==> config.mk <==
export PLATFORM = sky130hd
export DESIGN_NAME = des_engine
export DESIGN_NICKNAME = d
export VERILOG_FILES = /design/src/rtl/des_pkg.sv /design/src/rtl/des_engine.sv
export SDC_FILE = /design/constraint.sdc
export NUM_CORES = 2
export LEC_CHECK = 0
export BUFFER_PORTS_ARGS = -buffer_cell sky130_fd_sc_hd__buf_4
export CORE_UTILIZATION = 45
export DETAILED_ROUTE_END_ITERATION = 12
export MAX_ROUTING_LAYER = met4
export PLACE_DENSITY = 0.62
export SLEW_MARGIN = 20
export SYNTH_ARGS = -nofsm -noshare
export SYNTH_HDL_FRONTEND = slang
export SYNTH_SLANG_ARGS = --single-unit
export TNS_END_PERCENT = 1
==> constraint.sdc <==
create_clock -name clk_sys -period 18.55 [get_ports clk_sys]
set_input_delay 2.7825 -clock clk_sys [delete_from_list [all_inputs] [get_ports clk_sys]]
set_output_delay 2.7825 -clock clk_sys [all_outputs]
set_load 0.05 [all_outputs]
==> src/rtl/des_pkg.sv <==
// Package for the six-channel event-synchronised transfer engine.
// Assumes a single 20 MHz system clock and no register bus.
package des_pkg;
    localparam int NUM_CH = 6;
    localparam int NUM_PORT = 4;
    localparam int SEL_W = 5;
    localparam int ADDR_W = 16;
    localparam int DATA_W = 16;
    localparam int NUM_EVT = 14;
    // Port identifiers
    localparam logic [1:0] PORT_RAM0 = 2'h0;
    localparam logic [1:0] PORT_RAM1 = 2'h1;
    localparam logic [1:0] PORT_PERIPH = 2'h2;
    localparam logic [1:0] PORT_EXT = 2'h3;
    // Address modification modes
    localparam logic [1:0] AMOD_CONST = 2'h0;
    localparam logic [1:0] AMOD_INC = 2'h1;
    localparam logic [1:0] AMOD_DEC = 2'h2;
    // Event selector codes
    localparam logic [4:0] SEL_NONE = 5'h00;
    localparam logic [4:0] SEL_S0_RX = 5'h01;
    localparam logic [4:0] SEL_S0_TX = 5'h02;
    localparam logic [4:0] SEL_S1_RX = 5'h05;
    localparam logic [4:0] SEL_S1_TX = 5'h06;
    localparam logic [4:0] SEL_ASYNC_RX = 5'h0b;
    localparam logic [4:0] SEL_ASYNC_TX = 5'h0c;
    localparam logic [4:0] SEL_TIM0 = 5'h0d;
    localparam logic [4:0] SEL_TIM1 = 5'h0e;
    localparam logic [4:0] SEL_XINT0 = 5'h0f;
    localparam logic [4:0] SEL_XINT3 = 5'h12;
    localparam logic [4:0] SEL_TWB_RX = 5'h13;
    localparam logic [4:0] SEL_TWB_TX = 5'h14;
    // Event vector bit positions
    localparam int EV_S0_RX = 0;
    localparam int EV_S0_TX = 1;
    localparam int EV_S1_RX = 2;
    localparam int EV_S1_TX = 3;
    localparam int EV_ASYNC_RX = 4;
    localparam int EV_ASYNC_TX = 5;
    localparam int EV_TIM0 = 6;
    localparam int EV_XINT0 = 8;
    localparam int EV_TWB_RX = 12;
    localparam int EV_TWB_TX = 13;
    // Reset values
    localparam logic [4:0] SEL_RESET = 5'h00;
endpackage

==> src/rtl/des_engine.sv <==
// Six-channel transfer engine with event synchronisation and idle control.
// Assumes event and wake inputs come from other clock domains or pins;
// memory ports answer with a one-cycle ack on the system clock.
`timescale 1ns/1ps
`default_nettype none
module des_engine
    import des_pkg::*;
(
    // Clock and reset
    input wire logic clk_sys,
    input wire logic rst,
    // Channel programming
    input wire logic [NUM_CH-1:0] cfg_we,
    input wire logic [SEL_W-1:0] cfg_sel,
    input wire logic cfg_prio_hi,
    input wire logic [1:0] cfg_src_port,
    input wire logic [1:0] cfg_dst_port,
    input wire logic [1:0] cfg_src_mod,
    input wire logic [1:0] cfg_dst_mod,
    input wire logic [ADDR_W-1:0] cfg_src_addr,
    input wire logic [ADDR_W-1:0] cfg_dst_addr,
    input wire logic [ADDR_W-1:0] cfg_count,
    input wire logic [NUM_CH-1:0] ch_enable,
    // Idle control
    input wire logic idle_req,
    input wire logic serial_wake,
    // Synchronisation events
    input wire logic [NUM_EVT-1:0] evt_in,
    // Shared memory port
    output logic [NUM_PORT-1:0] mem_req,
    output logic mem_we,
    output logic [ADDR_W-1:0] mem_addr,
    output logic [DATA_W-1:0] mem_wdata,
    input wire logic mem_ack,
    input wire logic [DATA_W-1:0] mem_rdata,
    // Status
    output logic [NUM_CH-1:0] ch_irq,
    output logic [NUM_CH-1:0] ch_busy,
    output logic idle_out
);
    typedef enum logic [1:0] {ST_IDLE, ST_READ, ST_WRITE} des_xfer_t;

    typedef struct packed {
        logic [NUM_CH-1:0][SEL_W-1:0] sel;
        logic [NUM_CH-1:0] prio;
        logic [NUM_CH-1:0][1:0] sport;
        logic [NUM_CH-1:0][1:0] dport;
        logic [NUM_CH-1:0][1:0] smod;
        logic [NUM_CH-1:0][1:0] dmod;
        logic [NUM_CH-1:0][ADDR_W-1:0] saddr;
        logic [NUM_CH-1:0][ADDR_W-1:0] daddr;
        logic [NUM_CH-1:0][ADDR_W-1:0] cnt;
        logic [NUM_CH-1:0] pend;
        logic [NUM_CH-1:0] busy;
        logic [NUM_CH-1:0] irq;
        logic [NUM_EVT-1:0] ev_s1;
        logic [NUM_EVT-1:0] ev_s2;
        logic [NUM_EVT-1:0] ev_s3;
        logic [2:0] wk_s;
        logic sw_idle;
        logic idle;
        logic auto_wake;
        des_xfer_t st;
        logic [2:0] cur;
        logic [DATA_W-1:0] buf_d;
        logic [NUM_PORT-1:0] req;
        logic we;
        logic [ADDR_W-1:0] addr;
    } des_state_t;

    des_state_t s_q;
    des_state_t s_d;

    // Maps a selector code to its event bit; reserved codes yield none
    function automatic logic sel_hit(input logic [4:0] sel, input logic [NUM_EVT-1:0] ev);
        logic r;
        r = 1'b0;
        case (sel)
            SEL_S0_RX: r = ev[EV_S0_RX];
            SEL_S0_TX: r = ev[EV_S0_TX];
            SEL_S1_RX: r = ev[EV_S1_RX];
            SEL_S1_TX: r = ev[EV_S1_TX];
            SEL_ASYNC_RX: r = ev[EV_ASYNC_RX];
            SEL_ASYNC_TX: r = ev[EV_ASYNC_TX];
            SEL_TIM0, SEL_TIM1: r = ev[EV_TIM0 + int'(sel - SEL_TIM0)];
            SEL_TWB_RX: r = ev[EV_TWB_RX];
            SEL_TWB_TX: r = ev[EV_TWB_TX];
            default:
            begin
                // External interrupts occupy a contiguous code range
                if (sel >= SEL_XINT0 && sel <= SEL_XINT3)
                begin
                    r = ev[EV_XINT0 + int'(sel - SEL_XINT0)];
                end
            end
        endcase
        return r;
    endfunction

    // Address stepping, used for both source and destination
    function automatic logic [ADDR_W-1:0] step(input logic [ADDR_W-1:0] a, input logic [1:0] m);
        logic [ADDR_W-1:0] r;
        r = a;
        case (m)
            AMOD_INC: r = a + 16'h0001;
            AMOD_DEC: r = a - 16'h0001;
            default: r = a;
        endcase
        return r;
    endfunction

    logic [NUM_EVT-1:0] ev_rise;
    logic [NUM_CH-1:0] ready;
    logic [2:0] pick;
    logic pick_ok;
    logic active;
    logic wake_rise;

    // Event and wake edges taken after the two-stage synchronisers
    assign ev_rise = s_q.ev_s2 & ~s_q.ev_s3;
    assign wake_rise = s_q.wk_s[1] && !s_q.wk_s[2]; // A held wake line must not re-wake
    assign active = !s_q.sw_idle || s_q.auto_wake;

    // Arbiter: high-priority ready channels first, lowest index within a level
    always_comb
    begin
        pick = 3'h0;
        pick_ok = 1'b0;
        for (int i = NUM_CH - 1; i >= 0; i--)
        begin
            ready[i] = s_q.busy[i] && (s_q.sel[i] == SEL_NONE || s_q.pend[i]);
        end
        for (int i = NUM_CH - 1; i >= 0; i--)
        begin
            if (ready[i] && !s_q.prio[i])
            begin
                pick = 3'(i);
                pick_ok = 1'b1;
            end
        end
        for (int i = NUM_CH - 1; i >= 0; i--)
        begin
            if (ready[i] && s_q.prio[i])
            begin
                pick = 3'(i);
                pick_ok = 1'b1;
            end
        end
    end

    // Next-state logic for all channels and the transfer sequencer
    always_comb
    begin
        s_d = s_q;
        s_d.ev_s1 = evt_in;
        s_d.ev_s2 = s_q.ev_s1;
        s_d.ev_s3 = s_q.ev_s2;
        s_d.wk_s = {s_q.wk_s[1:0], serial_wake};
        s_d.sw_idle = idle_req;
        s_d.irq = '0;
        for (int c = 0; c < NUM_CH; c++)
        begin
            // Programming touches only the written channel
            if (cfg_we[c] && !s_q.busy[c])
            begin
                s_d.sel[c] = cfg_sel;
                s_d.prio[c] = cfg_prio_hi;
                s_d.sport[c] = cfg_src_port;
                s_d.dport[c] = cfg_dst_port;
                s_d.smod[c] = cfg_src_mod;
                s_d.dmod[c] = cfg_dst_mod;
                s_d.saddr[c] = cfg_src_addr;
                s_d.daddr[c] = cfg_dst_addr;
                s_d.cnt[c] = cfg_count;
            end
            if (ch_enable[c] && !s_q.busy[c] && s_q.cnt[c] != '0)
            begin
                s_d.busy[c] = 1'b1;
                s_d.pend[c] = 1'b0;
            end
            // Each channel watches its own selected event
            if (s_q.busy[c] && sel_hit(s_q.sel[c], ev_rise))
            begin
                s_d.pend[c] = 1'b1;
            end
        end
        case (s_q.st)
            ST_IDLE:
            begin
                if (pick_ok && active)
                begin
                    s_d.cur = pick;
                    s_d.st = ST_READ;
                    s_d.req = '0;
                    s_d.req[s_q.sport[pick]] = 1'b1;
                    s_d.we = 1'b0;
                    s_d.addr = s_q.saddr[pick];
                end
            end
            ST_READ:
            begin
                if (mem_ack)
                begin
                    s_d.buf_d = mem_rdata;
                    s_d.st = ST_WRITE;
                    s_d.req = '0;
                    s_d.req[s_q.dport[s_q.cur]] = 1'b1;
                    s_d.we = 1'b1;
                    s_d.addr = s_q.daddr[s_q.cur];
                end
            end
            ST_WRITE:
            begin
                if (mem_ack)
                begin
                    s_d.req = '0;
                    s_d.we = 1'b0;
                    s_d.st = ST_IDLE;
                    s_d.saddr[s_q.cur] = step(s_q.saddr[s_q.cur], s_q.smod[s_q.cur]);
                    s_d.daddr[s_q.cur] = step(s_q.daddr[s_q.cur], s_q.dmod[s_q.cur]);
                    s_d.cnt[s_q.cur] = s_q.cnt[s_q.cur] - 16'h0001;
                    s_d.pend[s_q.cur] = sel_hit(s_q.sel[s_q.cur], ev_rise);
                    if (s_q.cnt[s_q.cur] == 16'h0001)
                    begin
                        s_d.busy[s_q.cur] = 1'b0;
                        s_d.irq[s_q.cur] = 1'b1;
                        s_d.auto_wake = 1'b0;
                    end
                end
            end
            default:
            begin
                s_d.st = ST_IDLE;
                s_d.req = '0;
            end
        endcase
        // Wake is applied after completion so a wake edge in that cycle wins
        if (!idle_req)
        begin
            s_d.auto_wake = 1'b0;
        end
        else if (wake_rise && s_q.sw_idle)
        begin
            s_d.auto_wake = 1'b1;
        end
        s_d.idle = s_d.sw_idle && !s_d.auto_wake;
    end

    // State register; selectors clear to unsynchronised at reset
    always_ff @(posedge clk_sys or posedge rst)
    begin
        if (rst)
        begin
            s_q <= '0;
            for (int c = 0; c < NUM_CH; c++)
            begin
                s_q.sel[c] <= SEL_RESET;
            end
            s_q.st <= ST_IDLE;
        end
        else
        begin
            s_q <= s_d;
        end
    end

    // Outputs come straight from state flops
    assign mem_req = s_q.req;
    assign mem_we = s_q.we;
    assign mem_addr = s_q.addr;
    assign mem_wdata = s_q.buf_d;
    assign ch_irq = s_q.irq;
    assign ch_busy = s_q.busy;
    assign idle_out = s_q.idle;

    // Checks kept beside the logic
    a_sel_reset: assert property (@(posedge clk_sys) $rose(!rst) |-> s_q.sel == '0)
        else $error("selector not cleared after reset");
    a_idle_no_req: assert property (@(posedge clk_sys) disable iff (rst)
        (s_q.st == ST_IDLE && idle_out) |=> mem_req == '0)
        else $error("request issued while idle");
    a_one_port: assert property (@(posedge clk_sys) disable iff (rst)
        $onehot0(mem_req))
        else $error("more than one port requested");
    a_irq_pulse: assert property (@(posedge clk_sys) disable iff (rst)
        $rose(ch_irq[0]) |-> $fell(ch_busy[0]))
        else $error("irq without channel completion");
    a_wake_hold: assert property (@(posedge clk_sys) disable iff (rst)
        (idle_req && s_q.sw_idle && wake_rise) |=> !idle_out)
        else $error("serial wake ignored");
    a_auto_reidle: assert property (@(posedge clk_sys) disable iff (rst)
        (|ch_irq && idle_req && s_q.sw_idle && !$past(wake_rise)) |-> idle_out)
        else $error("no return to idle");
    a_src_step: assert property (@(posedge clk_sys) disable iff (rst)
        (s_q.st == ST_WRITE && mem_ack && s_q.smod[s_q.cur] == AMOD_INC && s_q.cur == 3'h0)
        |=> s_q.saddr[0] == $past(s_q.saddr[0]) + 16'h0001)
        else $error("source address not stepped");
    a_hi_first: assert property (@(posedge clk_sys) disable iff (rst)
        (pick_ok && !s_q.prio[pick]) |-> !(|(ready & s_q.prio)))
        else $error("low priority chosen over high");
    a_sync_wait: assert property (@(posedge clk_sys) disable iff (rst)
        (s_q.st == ST_IDLE && $changed(s_q.st) == 1'b0 && pick_ok)
        |-> (s_q.sel[pick] == SEL_NONE || s_q.pend[pick]))
        else $error("channel ran without its event");
endmodule // des_engine
`default_nettype wire

==> summary.md <==
| Metric | Value |
|---|---|
| Count of flip-flops with a built-in enable after synthesis | `0` |
| Nets@finish | `approximately 3,300` |
| RD Place Congestion | `about 0.93` |
| Clock root buffer | `clkbuf_16` |
| Via density | `roughly 6.3` |
| Clock sink total | `480` |
| Routed vias | `about 25,000` |
| Initial antenna violation count | `1` |
| Post-route ant nets | `0` |
| Post-synthesis cell type count | `91` |
| Outcome | `complete, no violations` |
| Clock Skews | `0.0203 ns` |
| DP HPWL | `between 60 and 70 mm` |
| Minimum clock period | `~6.7 ns` |
| IO Pins | `around 160` |
| Post-route DRC | `0` |
| Maxcap violations | `0` |
| Reg clk slew, reported paths | `0.06 ns` |
| Die ar. | `~67,000 sq um` |
| Gr ovfl total | `0` |
| Syn Inst Count | `a little over 3,000` |
| Synth Warn # | `0` |
| Worst VDD drop | `roughly 0.0001 V` |
| TNS Setup | `0 ns` |
| Largest net degree at the start of global routing | `about 170` |
| First-pass GRT wire length | `152 mm` |
| Synth Register Bits | `between 400 and 500` |
| Hold Vio Cnt, Final | `0` |
| Worst setup EP type | `flip-flop` |
| Async SR Flop Fraction | `1.00` |
| Arr. time, crit path | `7.24 ns` |
| Final instance area | `around 33,000 sq um` |
| Vias in the first global route | `~25,000` |
| Hold Buf Count CTS | `0` |
| Most frequent cells in the layout | `dfrtp_1 (477), a21oi_1 (297), nand2_1 (264)` |
| Initial Utilization | `0.458` |
| Hold crit path type | `reg -> reg` |
| Rel. slew slack | `0.220` |
| Worst Path Max Fanout | `between 50 and 60` |
| Synthesized area | `between 20,000 and 30,000 sq um` |
| Worst-Margin Slew | `~1.2 ns` |
| H-tree depth | `2` |
| # resized after CTS | `0` |
| Placed insts | `a little under 4,000` |
| Placed Area | `slightly above 30,000 sq um` |
| Share of layout cells above drive strength 1 | `0.172` |
| Layout-stage area growth over the synthesis result | `11.2%` |
| Leakage power | `13.0 nW` |
| Layout filler cell count | `roughly 5,800` |
| Non-filler cells, final | `approximately 4,000` |
| Power Dens Cells | `about 210 nW/um^2` |
| Tcrit/Tclk final | `0.362` |
| Setup crit start kind | `flip-flop` |
| Final Util | `0.509` |
| GR Util All Layers | `0.299` |
| Post-CTS Setup Repair Bufs | `0` |
| Num CTS Buffers | `56` |
| CTS tree | `yes` |
| Syn nets | `between 3,000 and 4,000` |
| Port Buffers | `about 160` |
| Die width | `around 260 microns` |
| Iteration-0 DRC Markers | `approximately 2,500` |
| Req. time, crit path | `around 19 ns` |
| Fmax | `149 MHz` |
| Sequential area share after synthesis | `0.404` |
| Clock Tree Buf Depth | `3` |
| Total Routed Length | `approximately 100 mm` |
| Top FF cell, synth | `dfrtp_1` |
| RSZ-0062 raised after global routing | `false` |
| Worst-Skew Late Latency | `about 0.63 ns` |
| Most common cell after layout, fill and taps aside | `dfrtp_1` |
| Routed len/inst | `24.6 microns` |
| Mean post-synth cell area | `about 9.6 sq um` |
| Max-slew violations | `0` |
| Final Setup Violations | `0` |
| Core Area | `about 65,000 sq um` |
| DIE HEIGHT | `approximately 260 microns` |
| Pre-Repair DR Iteration Count | `6` |
| Row count | `93` |
| Crit path kind | `reg -> reg` |
[flip-flops by register name, indices dropped and copies added, names as in the netlist]
| register | count |
|---|---|
| mem_addr | 16 |
| s_q | 400 |
| ch_busy | 6 |
| mem_wdata | 16 |
| ch_irq | 6 |
| mem_we | 1 |
| idle_out | 1 |
| s_d | 30 |
| mem_req | 4 |
[final cells by class]
cell class / count / area (sq um) / share of cell area
Multi-Input combinational cell: 2284 / 16300 / 0.493
Clock buffer: 77 / 1610 / 0.0488
Sequential cell: 480 / 12000 / 0.364
Antenna cell: 1 / 2.50 / 0.0000758
Inverter: 41 / 161 / 0.00489
Timing Repair Buffer: 203 / 1540 / 0.0468
Clock inverter: 26 / 328 / 0.00993
Tap cell: 855 / 1070 / 0.0324
[per-layer routing]
layer	vias up	global-route usage	wire, microns
li1	11200	-	-
met1	12600	0.402	42500
met2	1150	0.459	44700
met3	215	0.0505	7620
met4	0	0.0930	2930
met5	-	-	0
[cells in the mapped netlist (all sizes together) (33+ instances only)]
master	number	area, sq um
dfrtp	480	12000
a21oi	300	1510
nand2	265	997
o21ai	224	1130
mux2i	221	2210
nor2b	204	1280
a211oi	178	1340
clkbuf	174	654
mux2	152	1710
nor2	145	544
buf	105	697
ha	74	926
o22ai	41	263
inv	40	150
xnor2	37	324
mux4	35	788
nor4	34	213
xor2	33	289
[stage by stage]
stage	hold slack, ns	setup WS [ns]	power (mW)
detailed placement	0.336	11.95	5.69
floorplan	0.331	2.37	4.68
finish	0.335	11.84	6.94
global route	0.352	11.49	7.40
CTS	0.344	11.90	6.89
global placement	0.334	12.14	5.58
[worst paths after layout]
check	start	to	slack, ns	cells after the start
max in group asynchronous	rst	s_q[211]	13.43	5
worst min-delay path	s_d[70]	s_d[56]	0.34	0
worst max-delay path	s_q[39]	s_q[282]	11.84	18
worst max register to register	s_q[39]	s_q[282]	11.84	18
min in group asynchronous	rst	mem_wdata[0]	2.28	2
worst min register to register	s_d[70]	s_d[56]	0.34	0
[kinds of logic (layout without fill, tap and decap cells)]
logic type	Yosys count	after routing	synth area share
AO/OA/AOI/OAI	937	937	0.198
adder cells (fa/ha/maj)	77	77	0.0329
flip-flops	480	480	0.404
buffers and inverters	320	347	0.0507
AND/OR/NAND/NOR	792	792	0.134
XOR/XNOR	70	70	0.0206
other	0	1	0
multiplexers	408	408	0.159
[power by group]
| group | internal (mW) | switching (mW) |
|---|---|---|
| registers | 1.46 | 0.411 |
| logic | 1.46 | 2.43 |
| clock network | 0.702 | 0.469 |
| total | 3.63 | 3.31 |
[worst max-delay path: stages, from the launching register on]
cell and delay [ns]:
dfrtp_4 0.53, buf_4 0.70, buf_4 0.78, mux2i_1 0.29, o22ai_1 0.09, o21ai_0 0.19
ha_1 0.70, inv_1 0.20, fa_1 0.42, and2b_1 0.22, o21ai_0 0.11, a21boi_0 0.27
o21ai_0 0.22, a2111oi_0 0.78, or3_1 0.23, a31oi_1 0.10, xor2_1 0.15, or2_2 0.34
a31oi_1 0.23
(Power assumes the default switching activity.)
